### src/cbt_defines.vh
// cbt_defines.vh - constants for the transmit buffer request tracker.
// assumes byte addressing on the register bus, one 32-bit word each.
`ifndef CBT_DEFINES_VH
`define CBT_DEFINES_VH

// buffer count and bus geometry
`define CBT_NBUF 32
`define CBT_AW 8
`define CBT_DW 32
`define CBT_BW 4
`define CBT_IDXW 5

// register byte offsets
`define CBT_OFS_PENDING 8'hCC
`define CBT_OFS_ADD 8'hD0
`define CBT_OFS_CANCEL 8'hD4
`define CBT_OFS_SENT 8'hD8
`define CBT_OFS_CDONE 8'hDC
`define CBT_OFS_STATUS 8'hFC

// reset values and fixed read answers
`define CBT_RST_WORD 32'h0000_0000
`define CBT_RST_IDX 5'h00
`define CBT_UNMAPPED 32'h0000_0000
`define CBT_ONE_HOT 32'h0000_0001

// status word field positions
`define CBT_ST_SCAN 0
`define CBT_ST_RESCAN 1
`define CBT_ST_AIR 2
`define CBT_ST_BUF_LO 8
`define CBT_ST_BUF_HI 12

`endif

### src/cbt_tx_request_tracker.v
// cbt_tx_request_tracker.v - request bookkeeping for the 32 dedicated
// transmit buffers of a can controller, behind an avalon-mm slave.
// assumes scan engine and frame transmitter share clock_i and give
// single-cycle strobes; buffer config and retry mode are static levels.
//
// Overview of operation
// - one pending bit per buffer; set by accepted add, cleared on a good frame end or a cancel.
// - pending bits only ever set for buffers enabled in the config mask.
// - a newly set pending bit starts a scan for the lowest message id.
// - pending bits set during a running scan wait for a later scan.
// - cancelling a buffer added during a scan drops it at once.
// - cancel clears pending; a frame on air delays that to frame end.
// - cancel bit stays until pending clears, and clears on that same edge.
// - cancel done on success, not started, lost arbitration or error.
// - cancelled buffer that still succeeds flags sent and cancel done.
// - with retry disabled, failed frames are cancelled and flagged done.
// - an add for an already pending buffer is ignored.
// - writing one sets an add request, zero does nothing.
// - add bits clear at once when idle, else when the scan ends.
// - add writes only act on configured buffers.
// - writing one sets a cancel request, zero does nothing.
// - cancel writes only act on configured buffers.
// - sent flag sets when pending clears after a good frame.
// - sent flag clears when a new add is written for that buffer.
// - cancel done sets on cancelled clear, clears on a new add.
`timescale 1ns/1ps
`include "cbt_defines.vh"

module cbt_tx_request_tracker (
   input wire clock_i,
   input wire rst_n_i,
   // avalon-mm register slave
   input wire [`CBT_AW-1:0] avs_address_i,
   input wire avs_read_i,
   input wire avs_write_i,
   input wire [`CBT_DW-1:0] avs_writedata_i,
   input wire [`CBT_BW-1:0] avs_byteenable_i,
   output reg [`CBT_DW-1:0] avs_readdata_o,
   output reg avs_waitrequest_o,
   // static configuration from the controller
   input wire [`CBT_NBUF-1:0] tx_buffer_config_i,
   input wire auto_retry_disable_i,
   // scan engine handshake
   output reg scan_start_o,
   output wire [`CBT_NBUF-1:0] scan_cand_o,
   input wire scan_done_i,
   // frame transmitter result strobes
   input wire tx_start_i,
   input wire [`CBT_IDXW-1:0] tx_buf_i,
   input wire tx_end_i,
   input wire tx_ok_i
);

   // per-buffer vectors; state and accept bits come from the cells, on-air and write strobes are built here
   wire [`CBT_NBUF-1:0] pending_request_reg;
   wire [`CBT_NBUF-1:0] add_request_reg;
   wire [`CBT_NBUF-1:0] cancel_request_reg;
   wire [`CBT_NBUF-1:0] sent_flags_reg;
   wire [`CBT_NBUF-1:0] cancel_done_reg;
   wire [`CBT_NBUF-1:0] accept_vec;
   wire [`CBT_NBUF-1:0] on_air_vec;
   wire [`CBT_NBUF-1:0] wr_add_vec;
   wire [`CBT_NBUF-1:0] wr_cancel_vec;

   // bus side
   wire bus_req;
   wire bus_done;
   wire wr_hit_add;
   wire wr_hit_cancel;
   wire [`CBT_DW-1:0] be_mask;
   reg [`CBT_DW-1:0] rd_word;

   // scan and frame tracking
   reg scan_busy;
   reg rescan;
   wire any_accept;
   wire scan_go;
   reg air_busy;
   reg [`CBT_IDXW-1:0] air_buf;
   wire start_ok;
   wire [`CBT_DW-1:0] status_word;

   // ---------------- register bus ----------------

   // a request is answered on the edge where waitrequest is seen low
   assign bus_req = avs_read_i | avs_write_i;
   assign bus_done = bus_req & ~avs_waitrequest_o;

   // byte lanes gate the write-one-to-set bits
   assign be_mask = {{8{avs_byteenable_i[3]}},
                     {8{avs_byteenable_i[2]}},
                     {8{avs_byteenable_i[1]}},
                     {8{avs_byteenable_i[0]}}};

   // write strobes fire on the completing edge only
   assign wr_hit_add = avs_write_i & bus_done &
                       (avs_address_i == `CBT_OFS_ADD);
   assign wr_hit_cancel = avs_write_i & bus_done &
                          (avs_address_i == `CBT_OFS_CANCEL);

   // zero bits leave the buffer alone, so many buffers per write
   assign wr_add_vec = wr_hit_add ?
                       (avs_writedata_i & be_mask) :
                       `CBT_RST_WORD;
   assign wr_cancel_vec = wr_hit_cancel ?
                          (avs_writedata_i & be_mask) :
                          `CBT_RST_WORD;

   // one wait cycle per access keeps read data a plain flop
   always @(posedge clock_i or negedge rst_n_i) begin
      if (!rst_n_i) begin
         avs_waitrequest_o <= 1'b1;
      end else if (bus_req & avs_waitrequest_o) begin
         avs_waitrequest_o <= 1'b0;
      end else begin
         avs_waitrequest_o <= 1'b1;
      end
   end

   // read data latched as waitrequest drops, held until the next read
   always @(posedge clock_i or negedge rst_n_i) begin
      if (!rst_n_i) begin
         avs_readdata_o <= `CBT_RST_WORD;
      end else if (avs_read_i & avs_waitrequest_o) begin
         avs_readdata_o <= rd_word;
      end
   end

   // status word: scan state and the buffer now on air
   assign status_word = {{(`CBT_DW-`CBT_ST_BUF_HI-1){1'b0}},
                         air_buf,
                         {(`CBT_ST_BUF_LO-`CBT_ST_AIR-1){1'b0}},
                         air_busy,
                         rescan,
                         scan_busy};

   // read decode; unmapped words read as zero and writes vanish
   always @* begin
      if (avs_address_i == `CBT_OFS_PENDING) begin
         rd_word = pending_request_reg;
      end else if (avs_address_i == `CBT_OFS_ADD) begin
         rd_word = add_request_reg;
      end else if (avs_address_i == `CBT_OFS_CANCEL) begin
         rd_word = cancel_request_reg;
      end else if (avs_address_i == `CBT_OFS_SENT) begin
         rd_word = sent_flags_reg;
      end else if (avs_address_i == `CBT_OFS_CDONE) begin
         rd_word = cancel_done_reg;
      end else if (avs_address_i == `CBT_OFS_STATUS) begin
         rd_word = status_word;
      end else begin
         rd_word = `CBT_UNMAPPED;
      end
   end

   // ---------------- scan sequencing ----------------

   // any freshly set pending bit asks for a scan
   assign any_accept = |accept_vec;

   // start now if idle, or chain straight onto the finishing scan
   assign scan_go = (any_accept | rescan) &
                    (~scan_busy | scan_done_i);

   // adds during a scan only arm a follow-up scan, never this one
   always @(posedge clock_i or negedge rst_n_i) begin
      if (!rst_n_i) begin
         scan_start_o <= 1'b0;
         scan_busy <= 1'b0;
         rescan <= 1'b0;
      end else begin
         scan_start_o <= scan_go;
         if (scan_go) begin
            scan_busy <= 1'b1;
            rescan <= 1'b0;
         end else begin
            if (scan_done_i) begin
               scan_busy <= 1'b0;
            end
            if (any_accept & scan_busy) begin
               rescan <= 1'b1;
            end
         end
      end
   end

   // ---------------- frame tracking ----------------

   // a frame is only tracked for a buffer that is still pending;
   // a stray start for an idle buffer cannot freeze a later cancel
   assign start_ok = tx_start_i & pending_request_reg[tx_buf_i];

   // one-hot of the buffer on air; a start this cycle already shields
   // its buffer from a cancel arriving in the same cycle
   assign on_air_vec = (air_busy ? (`CBT_ONE_HOT << air_buf) :
                        `CBT_RST_WORD) |
                       (start_ok ? (`CBT_ONE_HOT << tx_buf_i) :
                        `CBT_RST_WORD);

   // remember which buffer is on air until the frame ends
   always @(posedge clock_i or negedge rst_n_i) begin
      if (!rst_n_i) begin
         air_busy <= 1'b0;
         air_buf <= `CBT_RST_IDX;
      end else if (tx_end_i) begin
         air_busy <= 1'b0;
      end else if (start_ok) begin
         air_busy <= 1'b1;
         air_buf <= tx_buf_i;
      end
   end

   // ---------------- per-buffer cells ----------------

   genvar gi;
   generate
      for (gi = 0; gi < `CBT_NBUF; gi = gi + 1) begin : g_buf
         cbt_buffer_cell u_cell (
            .clock_i(clock_i),
            .rst_n_i(rst_n_i),
            .cfg_i(tx_buffer_config_i[gi]),
            .wr_add_i(wr_add_vec[gi]),
            .wr_cancel_i(wr_cancel_vec[gi]),
            .scan_busy_i(scan_busy),
            .scan_done_i(scan_done_i),
            .on_air_i(on_air_vec[gi]),
            .tx_end_i(tx_end_i),
            .tx_ok_i(tx_ok_i),
            .auto_retry_disable_i(auto_retry_disable_i),
            .accept_o(accept_vec[gi]),
            .pending_bit_o(pending_request_reg[gi]),
            .add_bit_o(add_request_reg[gi]),
            .cancel_bit_o(cancel_request_reg[gi]),
            .sent_flag_o(sent_flags_reg[gi]),
            .cancel_done_flag_o(cancel_done_reg[gi]),
            .cand_o(scan_cand_o[gi])
         );
      end
   endgenerate

endmodule // cbt_tx_request_tracker

### src/cbt_buffer_cell.v
// cbt_buffer_cell.v - bookkeeping for one transmit buffer: pending,
// add, cancel, sent and cancel-done bits plus its scan candidate bit.
// assumes write strobes are already decoded and byte-lane qualified.
`timescale 1ns/1ps

module cbt_buffer_cell (
   input wire clock_i,
   input wire rst_n_i,
   input wire cfg_i,
   input wire wr_add_i,
   input wire wr_cancel_i,
   input wire scan_busy_i,
   input wire scan_done_i,
   input wire on_air_i,
   input wire tx_end_i,
   input wire tx_ok_i,
   input wire auto_retry_disable_i,
   output wire accept_o,
   output reg pending_bit_o,
   output reg add_bit_o,
   output reg cancel_bit_o,
   output reg sent_flag_o,
   output reg cancel_done_flag_o,
   output reg cand_o
);

   reg next_pending;
   reg next_add;
   reg next_cancel;
   reg next_sent;
   reg next_cdone;

   // an add for a configured idle buffer is taken, others are dropped
   assign accept_o = wr_add_i & cfg_i & ~pending_bit_o;

   // next state; later assignments take priority, so sets win last
   always @* begin
      next_pending = pending_bit_o;
      next_add = add_bit_o;
      next_sent = sent_flag_o;
      next_cdone = cancel_done_flag_o;
      // add bit only lingers while the scan that excluded it runs
      if (add_bit_o & (~scan_busy_i | scan_done_i)) begin
         next_add = 1'b0;
      end
      if (on_air_i & tx_end_i) begin
         if (tx_ok_i) begin
            next_pending = 1'b0;
            next_sent = 1'b1;
            if (cancel_bit_o) begin
               next_cdone = 1'b1;
            end
         end else if (cancel_bit_o | auto_retry_disable_i) begin
            next_pending = 1'b0;
            next_cdone = 1'b1;
         end
      end else if (cancel_bit_o & ~on_air_i) begin
         // not on air: drop at once, even an add held off by a scan
         next_pending = 1'b0;
         next_add = 1'b0;
         next_cdone = 1'b1;
      end
      // cancel bit lives exactly until the pending bit is gone
      next_cancel = cancel_bit_o & next_pending;
      if (wr_cancel_i & cfg_i) begin
         next_cancel = 1'b1;
      end
      if (accept_o) begin
         next_pending = 1'b1;
         next_add = scan_busy_i & ~scan_done_i;
         next_sent = 1'b0;
         next_cdone = 1'b0;
      end
   end

   // state flops; candidate excludes adds made during a scan
   always @(posedge clock_i or negedge rst_n_i) begin
      if (!rst_n_i) begin
         pending_bit_o <= 1'b0;
         add_bit_o <= 1'b0;
         cancel_bit_o <= 1'b0;
         sent_flag_o <= 1'b0;
         cancel_done_flag_o <= 1'b0;
         cand_o <= 1'b0;
      end else begin
         pending_bit_o <= next_pending;
         add_bit_o <= next_add;
         cancel_bit_o <= next_cancel;
         sent_flag_o <= next_sent;
         cancel_done_flag_o <= next_cdone;
         cand_o <= next_pending & ~next_add;
      end
   end

endmodule // cbt_buffer_cell

### config.mk
export PLATFORM = sky130hd
export DESIGN_NAME = cbt_tx_request_tracker
export DESIGN_NICKNAME = d
export VERILOG_FILES = /design/src/cbt_tx_request_tracker.v /design/src/cbt_buffer_cell.v
export VERILOG_INCLUDE_DIRS = /design/src
export SDC_FILE = /design/constraint.sdc
export NUM_CORES = 1
export LEC_CHECK = 0
export BUFFER_PORTS_ARGS = -buffer_cell sky130_fd_sc_hd__buf_2
export CORE_ASPECT_RATIO = 0.5
export CORE_MARGIN = 1
export CORE_UTILIZATION = 40
export CTS_BUF_LIST = sky130_fd_sc_hd__clkbuf_4
export CTS_CLUSTER_DIAMETER = 200
export CTS_CLUSTER_SIZE = 16
export DETAILED_ROUTE_END_ITERATION = 10
export SKIP_CTS_REPAIR_TIMING = 1
export SYNTH_ARGS = -nofsm -noshare
export SYNTH_HDL_FRONTEND = slang
export SYNTH_HIERARCHICAL = 1
export SYNTH_SLANG_ARGS = --single-unit
### constraint.sdc
create_clock -name clock_i -period 2.3 [get_ports clock_i]
set_input_delay 0.115 -clock clock_i [delete_from_list [all_inputs] [get_ports clock_i]]
set_output_delay 0.115 -clock clock_i [all_outputs]
set_load 0.02 [all_outputs]
# Word level (Yosys, flattened, before mapping)

Cells that the tools add are included.

$lt $le $gt $ge: 1
Eq/ne operators: 70
Shift operators: 2
Multiplexer cells: 596
Bitwise logic cells: 403
Reductions and logical operators: 165

Operator list:

| cell                                                  | count |
|---|---|
| two-way mux 1 bit                                     | 585 |
| two-way mux 32 bit                                    | 9 |
| bitwise AND 1 bit                                     | 266 |
| nonzero test 2 bit                                    | 67 |
| inequality test 4 x 2 -> 1 bit, second input constant | 32 |
| inequality test 4 x 3 -> 1 bit, second input constant | 32 |
| inverter 1 bit                                        | 100 |
| AND reduction 3 bit                                   | 32 |
| nonzero test 3 bit                                    | 32 |
| AND reduction 2 bit                                   | 33 |
| left shift 1 x 5 -> 32 bit, first input constant      | 2 |
| == test 8 bit, second input constant                  | 6 |
| bitwise OR 1 bit                                      | 35 |
| bitwise AND 32 bit                                    | 1 |
| bitwise OR 32 bit                                     | 1 |
| OR reduction 32 bit                                   | 1 |
| two-way mux 13 bit                                    | 1 |
| < comparator 5 x 6 -> 1 bit, second input constant    | 1 |
| binary-select mux 1 bit (select 5 bit)                | 1 |

Bits in registers: 234
Input bits: 90
Output and inout port bits: 66
Word-level logic and storage cells: 1436

# Logic depth before layout (Yosys ltp)

Word-level depth: 12
Mapped depth: 13
Mapped depth without buffers: 10

# Cells and area by module

The synthesis kept the hierarchy.

By module, submodules not included:

| module                 | times used | cells each | area an instance (µm²) | seq. area each (µm²) |
|---|---|---|---|---|
| cbt_buffer_cell        | 32         | 24         | 272.8                  | 150.1 |
| cbt_tx_request_tracker | 1          | 532        | 4194.0                 | 1052.3 |

# Worst setup path before layout

Ideal clock, no wire load.

Kind: reg2reg
Start point: register g_buf[25].u_cell.pending_bit_o
End point: register g_buf[24].u_cell.cand_o
Setup time: 124 ps
Arrival time: 2359 ps
Data required time: 2176 ps
Slack: -183 ps
Stages on the path, launching flop included: 11
Path buffers: 2
Period minus slack after synthesis: 2483 ps
Cells stage by stage: dfrtp_1 mux4_1 mux2_2 nand3_2 and2_1 buf_2 buf_2 o32ai_1 nor2b_1 a221o_1 o31a_1

RTL lines:

| what                                      | RTL line                     | text |
|---|---|---|
| start: declaration                        | cbt_buffer_cell.v:19         | `output reg pending_bit_o,` |
| start signal: assignment                  | cbt_buffer_cell.v:86         | `pending_bit_o <= next_pending;` |
| binary-select mux 1 bit (select 5 bit) *  | cbt_tx_request_tracker.v:191 | `assign start_ok = tx_start_i & pending_request_reg[tx_buf_i];` |
| two-way mux 1 bit (implied by the code) * | cbt_tx_request_tracker.v:191 |  |
| bitwise AND 1 bit *                       | cbt_tx_request_tracker.v:191 |  |
| two-way mux 32 bit (no line) *            | n/a                          |  |
| bitwise OR 32 bit *                       | cbt_tx_request_tracker.v:195 | `` assign on_air_vec = (air_busy ? (`CBT_ONE_HOT << air_buf) : `` |
| net on_air_vec[24]                        | cbt_tx_request_tracker.v:61  | `` wire [`CBT_NBUF-1:0] on_air_vec; `` |
| inverter 1 bit                            | cbt_buffer_cell.v:57         | `end else if (cancel_bit_o & ~on_air_i) begin` |
| bitwise AND 1 bit                         | cbt_buffer_cell.v:57         |  |
| two-way mux 1 bit                         | cbt_buffer_cell.v:57         |  |
| two-way mux 1 bit *                       | cbt_buffer_cell.v:46         | `if (on_air_i & tx_end_i) begin` |
| two-way mux 1 bit *                       | cbt_buffer_cell.v:68         | `if (accept_o) begin` |
| net g_buf[24].u_cell.next_pending         | cbt_buffer_cell.v:27         | `reg next_pending;` |
| bitwise AND 1 bit *                       | cbt_buffer_cell.v:91         | `cand_o <= next_pending & ~next_add;` |
| end signal: assignment                    | cbt_buffer_cell.v:91         |  |
| end: declaration                          | cbt_buffer_cell.v:24         | `output reg cand_o` |

Mark *: on every way through the listed nets, which the timed path passes. The rest lies on a longest branch. The select of a mux whose other input is x is not followed.
A chain may end at the register's enable or synchronous reset.

# Worst setup path in the final report

Start point: register g_buf[31].u_cell.pending_bit_o
End point: register g_buf[25].u_cell.cand_o

RTL lines:

| what                                      | RTL line |
|---|---|
| start: declaration                        | cbt_buffer_cell.v:19 |
| start signal: assignment                  | cbt_buffer_cell.v:86 |
| binary-select mux 1 bit (select 5 bit) *  | cbt_tx_request_tracker.v:191 |
| two-way mux 1 bit (implied by the code) * | cbt_tx_request_tracker.v:191 |
| bitwise AND 1 bit *                       | cbt_tx_request_tracker.v:191 |
| two-way mux 32 bit (no line) *            | n/a |
| bitwise OR 32 bit *                       | cbt_tx_request_tracker.v:195 |
| net on_air_vec[25]                        | cbt_tx_request_tracker.v:61 |
| inverter 1 bit                            | cbt_buffer_cell.v:57 |
| bitwise AND 1 bit                         | cbt_buffer_cell.v:57 |
| two-way mux 1 bit                         | cbt_buffer_cell.v:57 |
| two-way mux 1 bit *                       | cbt_buffer_cell.v:46 |
| two-way mux 1 bit *                       | cbt_buffer_cell.v:68 |
| net g_buf[25].u_cell.next_pending         | cbt_buffer_cell.v:27 |
| bitwise AND 1 bit *                       | cbt_buffer_cell.v:91 |
| end signal: assignment                    | cbt_buffer_cell.v:91 |
| end: declaration                          | cbt_buffer_cell.v:24 |

Marked as above.

==> impl_metrics.toml <==
[grt]
overflow = 0
antenna_found_initial = 2
gr-usage-all-layers_pct = 27.0
grt_pass1_vias = 11900
grt_pass1_wl_microns = 69600
grt_max_degree = 97

[sta]
finalMaxSlewViolations = 0
hold_slack_ns = -0.0243
worst_slack_ns = -0.331
worst_pin_slew_ns = 0.914
finalCriticalPeriod_ns = 2.63
fin_worst_skew_ns = 0.0533
rsz0062_at_grt = "yes"
timing.fmax_ghz = 0.380
slew_headroom_pct = 39.1
post-route-period-util_pct = 114
hold_viol = 9
setup_viol = 162

[routing]
drtIter0Drc = 1308
totalWireLength_microns = 48900
num_vias = 12900
vias_per_cell = 5.96
wl_met1_microns = 21300
drc_errors = 1
drt_first_pass_iters = 10
wl_met3_microns = 4170
highest_layer = "met4"
route.met2.wl_microns = 22200
wire_per_inst_microns = 22.6
ant_nets = 0

[layout]
drive_gt1_share_pct = 38.7
mostFrequentLayoutCells = "dfrtp_1, buf_4, buf_2"
layout_commonest_cell = "dfrtp_1"
design_area_sq_um = 18300
synthToLayoutAreaGrowth_pct = 41.9
nets = 1814
fin_util_pct = 57.8

[logic_synthesis]
yosys.area.top_type = "dfrtp_1"
ys_seq_area_share_pct = 45.3
synth_nets = 1390
syn_avg_cell_area_sq_um = 9.94
synth_top_area_share_pct = 45.1
synthArstFlopShare_pct = 100
synthesis.area_sq_um = 12900
synth_edf_count = 0
synthTopCellsByArea = "dfrtp_1, nand2b_1, a31oi_1, nor2_1, buf_6"
ys_warn_count = 6
synth.ff_latch_count = 234
synth_cells = 1300
synth_cell_type_count = 59
synth_top_flop_cell = "dfrtp_1"

[critical_path]
cp_max_fo = 5
start_kind = "flip-flop"
cp-end-kind = "flip-flop"
cp_slowest_cell = "mux4_2"
cp.required_ns = 2.90
cpPeakStageDelay_ns = 0.47
criticalPathCategory = "flip-flop to flip-flop"
arrival_ns = 3.23
critical_path.cell_chain = "mux4_2 > mux2_4 > nand3_4 > and2_4 > buf_12 > buf_8 > o32ai_4 > nor2b_4 > a221o_1 > o31a_1"

[floorplan]
die_area_sq_um = 33100
core_sq_um = 31700
pin_count = 156
die_x_microns = 256
die_h_microns = 129
start_util_pct = 40.7
fp-row-count = 46

[power_and_ir_drop]
peakVddDrop_v = 0.000231
p_sw_uw = 2710
seq_power_share_pct = 54.6
p_int_uw = 5820
power.total_uw = 8540
p_sw_share_pct = 31.8
power_frac_comb_pct = 22.7
clockPowerShare_pct = 22.6
powerDensity_nw_per_um2 = 465
p_leak_uw = 0.00798

[placement]
dpl.hpwl_microns = 32100
numPortBuffers = 155
place_ws_ns = -0.496
placed_cell_area_sq_um = 15700
gp_congestion = 0.927

[clocking]
ctsRootBufferMaster = "clkbuf_4"
htree_levels = 1
clk_pin_slew_ns = 0.20
numCtsBuffers = 18
cts_tree = "done"
clk_latency_ns = 0.74
cts_sinks = 234
clockBufferDepth = 3

[status]
violations = "DRC, hold timing, setup timing"
status = "complete, but fails checks"

[job]
maxCapViolCount = 0

[worst_hold_path]
hp-class = "input pin to async pin"
[cell usage after synthesis, types with 2 or more instances]
library cell and n:
or3_1 3, o2bb2ai_1 15, inv_1 69, buf_1 11, a31oi_1 66, o22ai_1 5
nor2b_2 32, o21ai_1 3, nor4_1 8, nor2b_1 39, nor2_1 107, mux2_2 33
a22oi_1 26, mux4_1 2, nand2_1 90, a32o_1 38, a221o_1 32, o31a_1 32
and3b_1 32, nor3_1 34, clkbuf_1 22, nand2b_1 75, o21ai_0 67, clkbuf_8 4
nand3_1 10, and2_1 2, dfrtp_1 233, a222oi_1 7, a32oi_1 3, o32ai_1 26
o31ai_1 32, mux4_2 7, buf_2 10, buf_6 34, mux2i_1 12, nand4_1 8
a21oi_1 49
[per-stage QoR]
step                instances  TNS, ns
floorplan                1300    -3.83
global placement         2016   -20.31
detailed placement       2016   -27.62
CTS                      2042   -24.71
global route             2164   -40.41
finish                   2164   -26.72
[layout make-up]
| type | instances | area, sq um |
|---|---|---|
| fill | 2661 | 13400 |
| multi-input combinational | 914 | 7550 |
| sequential | 234 | 5860 |
| timing repair buffer | 487 | 3930 |
| tap | 432 | 541 |
| inverter | 69 | 259 |
| clock buffer | 25 | 188 |
| clock inverter | 1 | 8.76 |
| antenna | 2 | 5.00 |
[cells by family after synthesis]
group / count (synthesis) / synth area share [%]
buf+inv: 152 / 6.95
simple gates: 451 / 19.0
mux: 54 / 5.43
flops: 234 / 45.3
compound gates: 409 / 23.2
[critical path, delay by kind of cell (launching register included)]
family	cells	cell delay [ns]
mux	2	0.79
compound gates	3	0.56
simple gates	3	0.48
flops	1	0.45
buf+inv	2	0.24
[worst paths after layout]
kind	startpoint	endpoint	slack, ns	cells past startpoint
setup / recovery	g_buf[31].u_cell/pending_bit_o	g_buf[25].u_cell/cand_o	-0.33	10
hold / removal	rst_n_i	g_buf[31].u_cell/add_bit_o	-0.02	2
setup reg to reg	g_buf[31].u_cell/pending_bit_o	g_buf[25].u_cell/cand_o	-0.33	10
hold reg to reg	avs_readdata_o[27]	avs_readdata_o[27]	0.49	2
max in group asynchronous	rst_n_i	g_buf[19].u_cell/pending_bit_o	1.51	3
min in group clock_i	auto_retry_disable_i	g_buf[12].u_cell/cancel_done_flag_o	0	4
[registers in the layout, indices dropped and copies added (netlist names)]
signal	cells
rescan	1
avs_waitrequest_o	1
avs_readdata_o	32
g_buf.u_cell/add_bit_o	32
g_buf.u_cell/sent_flag_o	32
air_busy	1
g_buf.u_cell/cand_o	32
g_buf.u_cell/cancel_done_flag_o	32
scan_start_o	1
g_buf.u_cell/cancel_bit_o	32
g_buf.u_cell/pending_bit_o	32
air_buf	5
scan_busy	1
[layer usage]
| layer | global-route usage (%) | up-vias |
|---|---|---|
| li1 | - | 5691 |
| met1 | 38.0 | 6505 |
| met2 | 42.9 | 597 |
| met3 | 5.36 | 103 |
| met4 | 6.80 | 0 |
| met5 | 0 | - |
[power groups by stage]
stage | Sequential, uW | Combinational [uW] | Clock (uW)
finish | 4660 | 1940 | 1930
global route | 4690 | 2080 | 2120
CTS | 4650 | 1530 | 1960
detailed placement | 4730 | 1530 | 0
global placement | 4710 | 1490 | 0
floorplan | 4690 | 803 | 0
(Power assumes the default switching activity.)
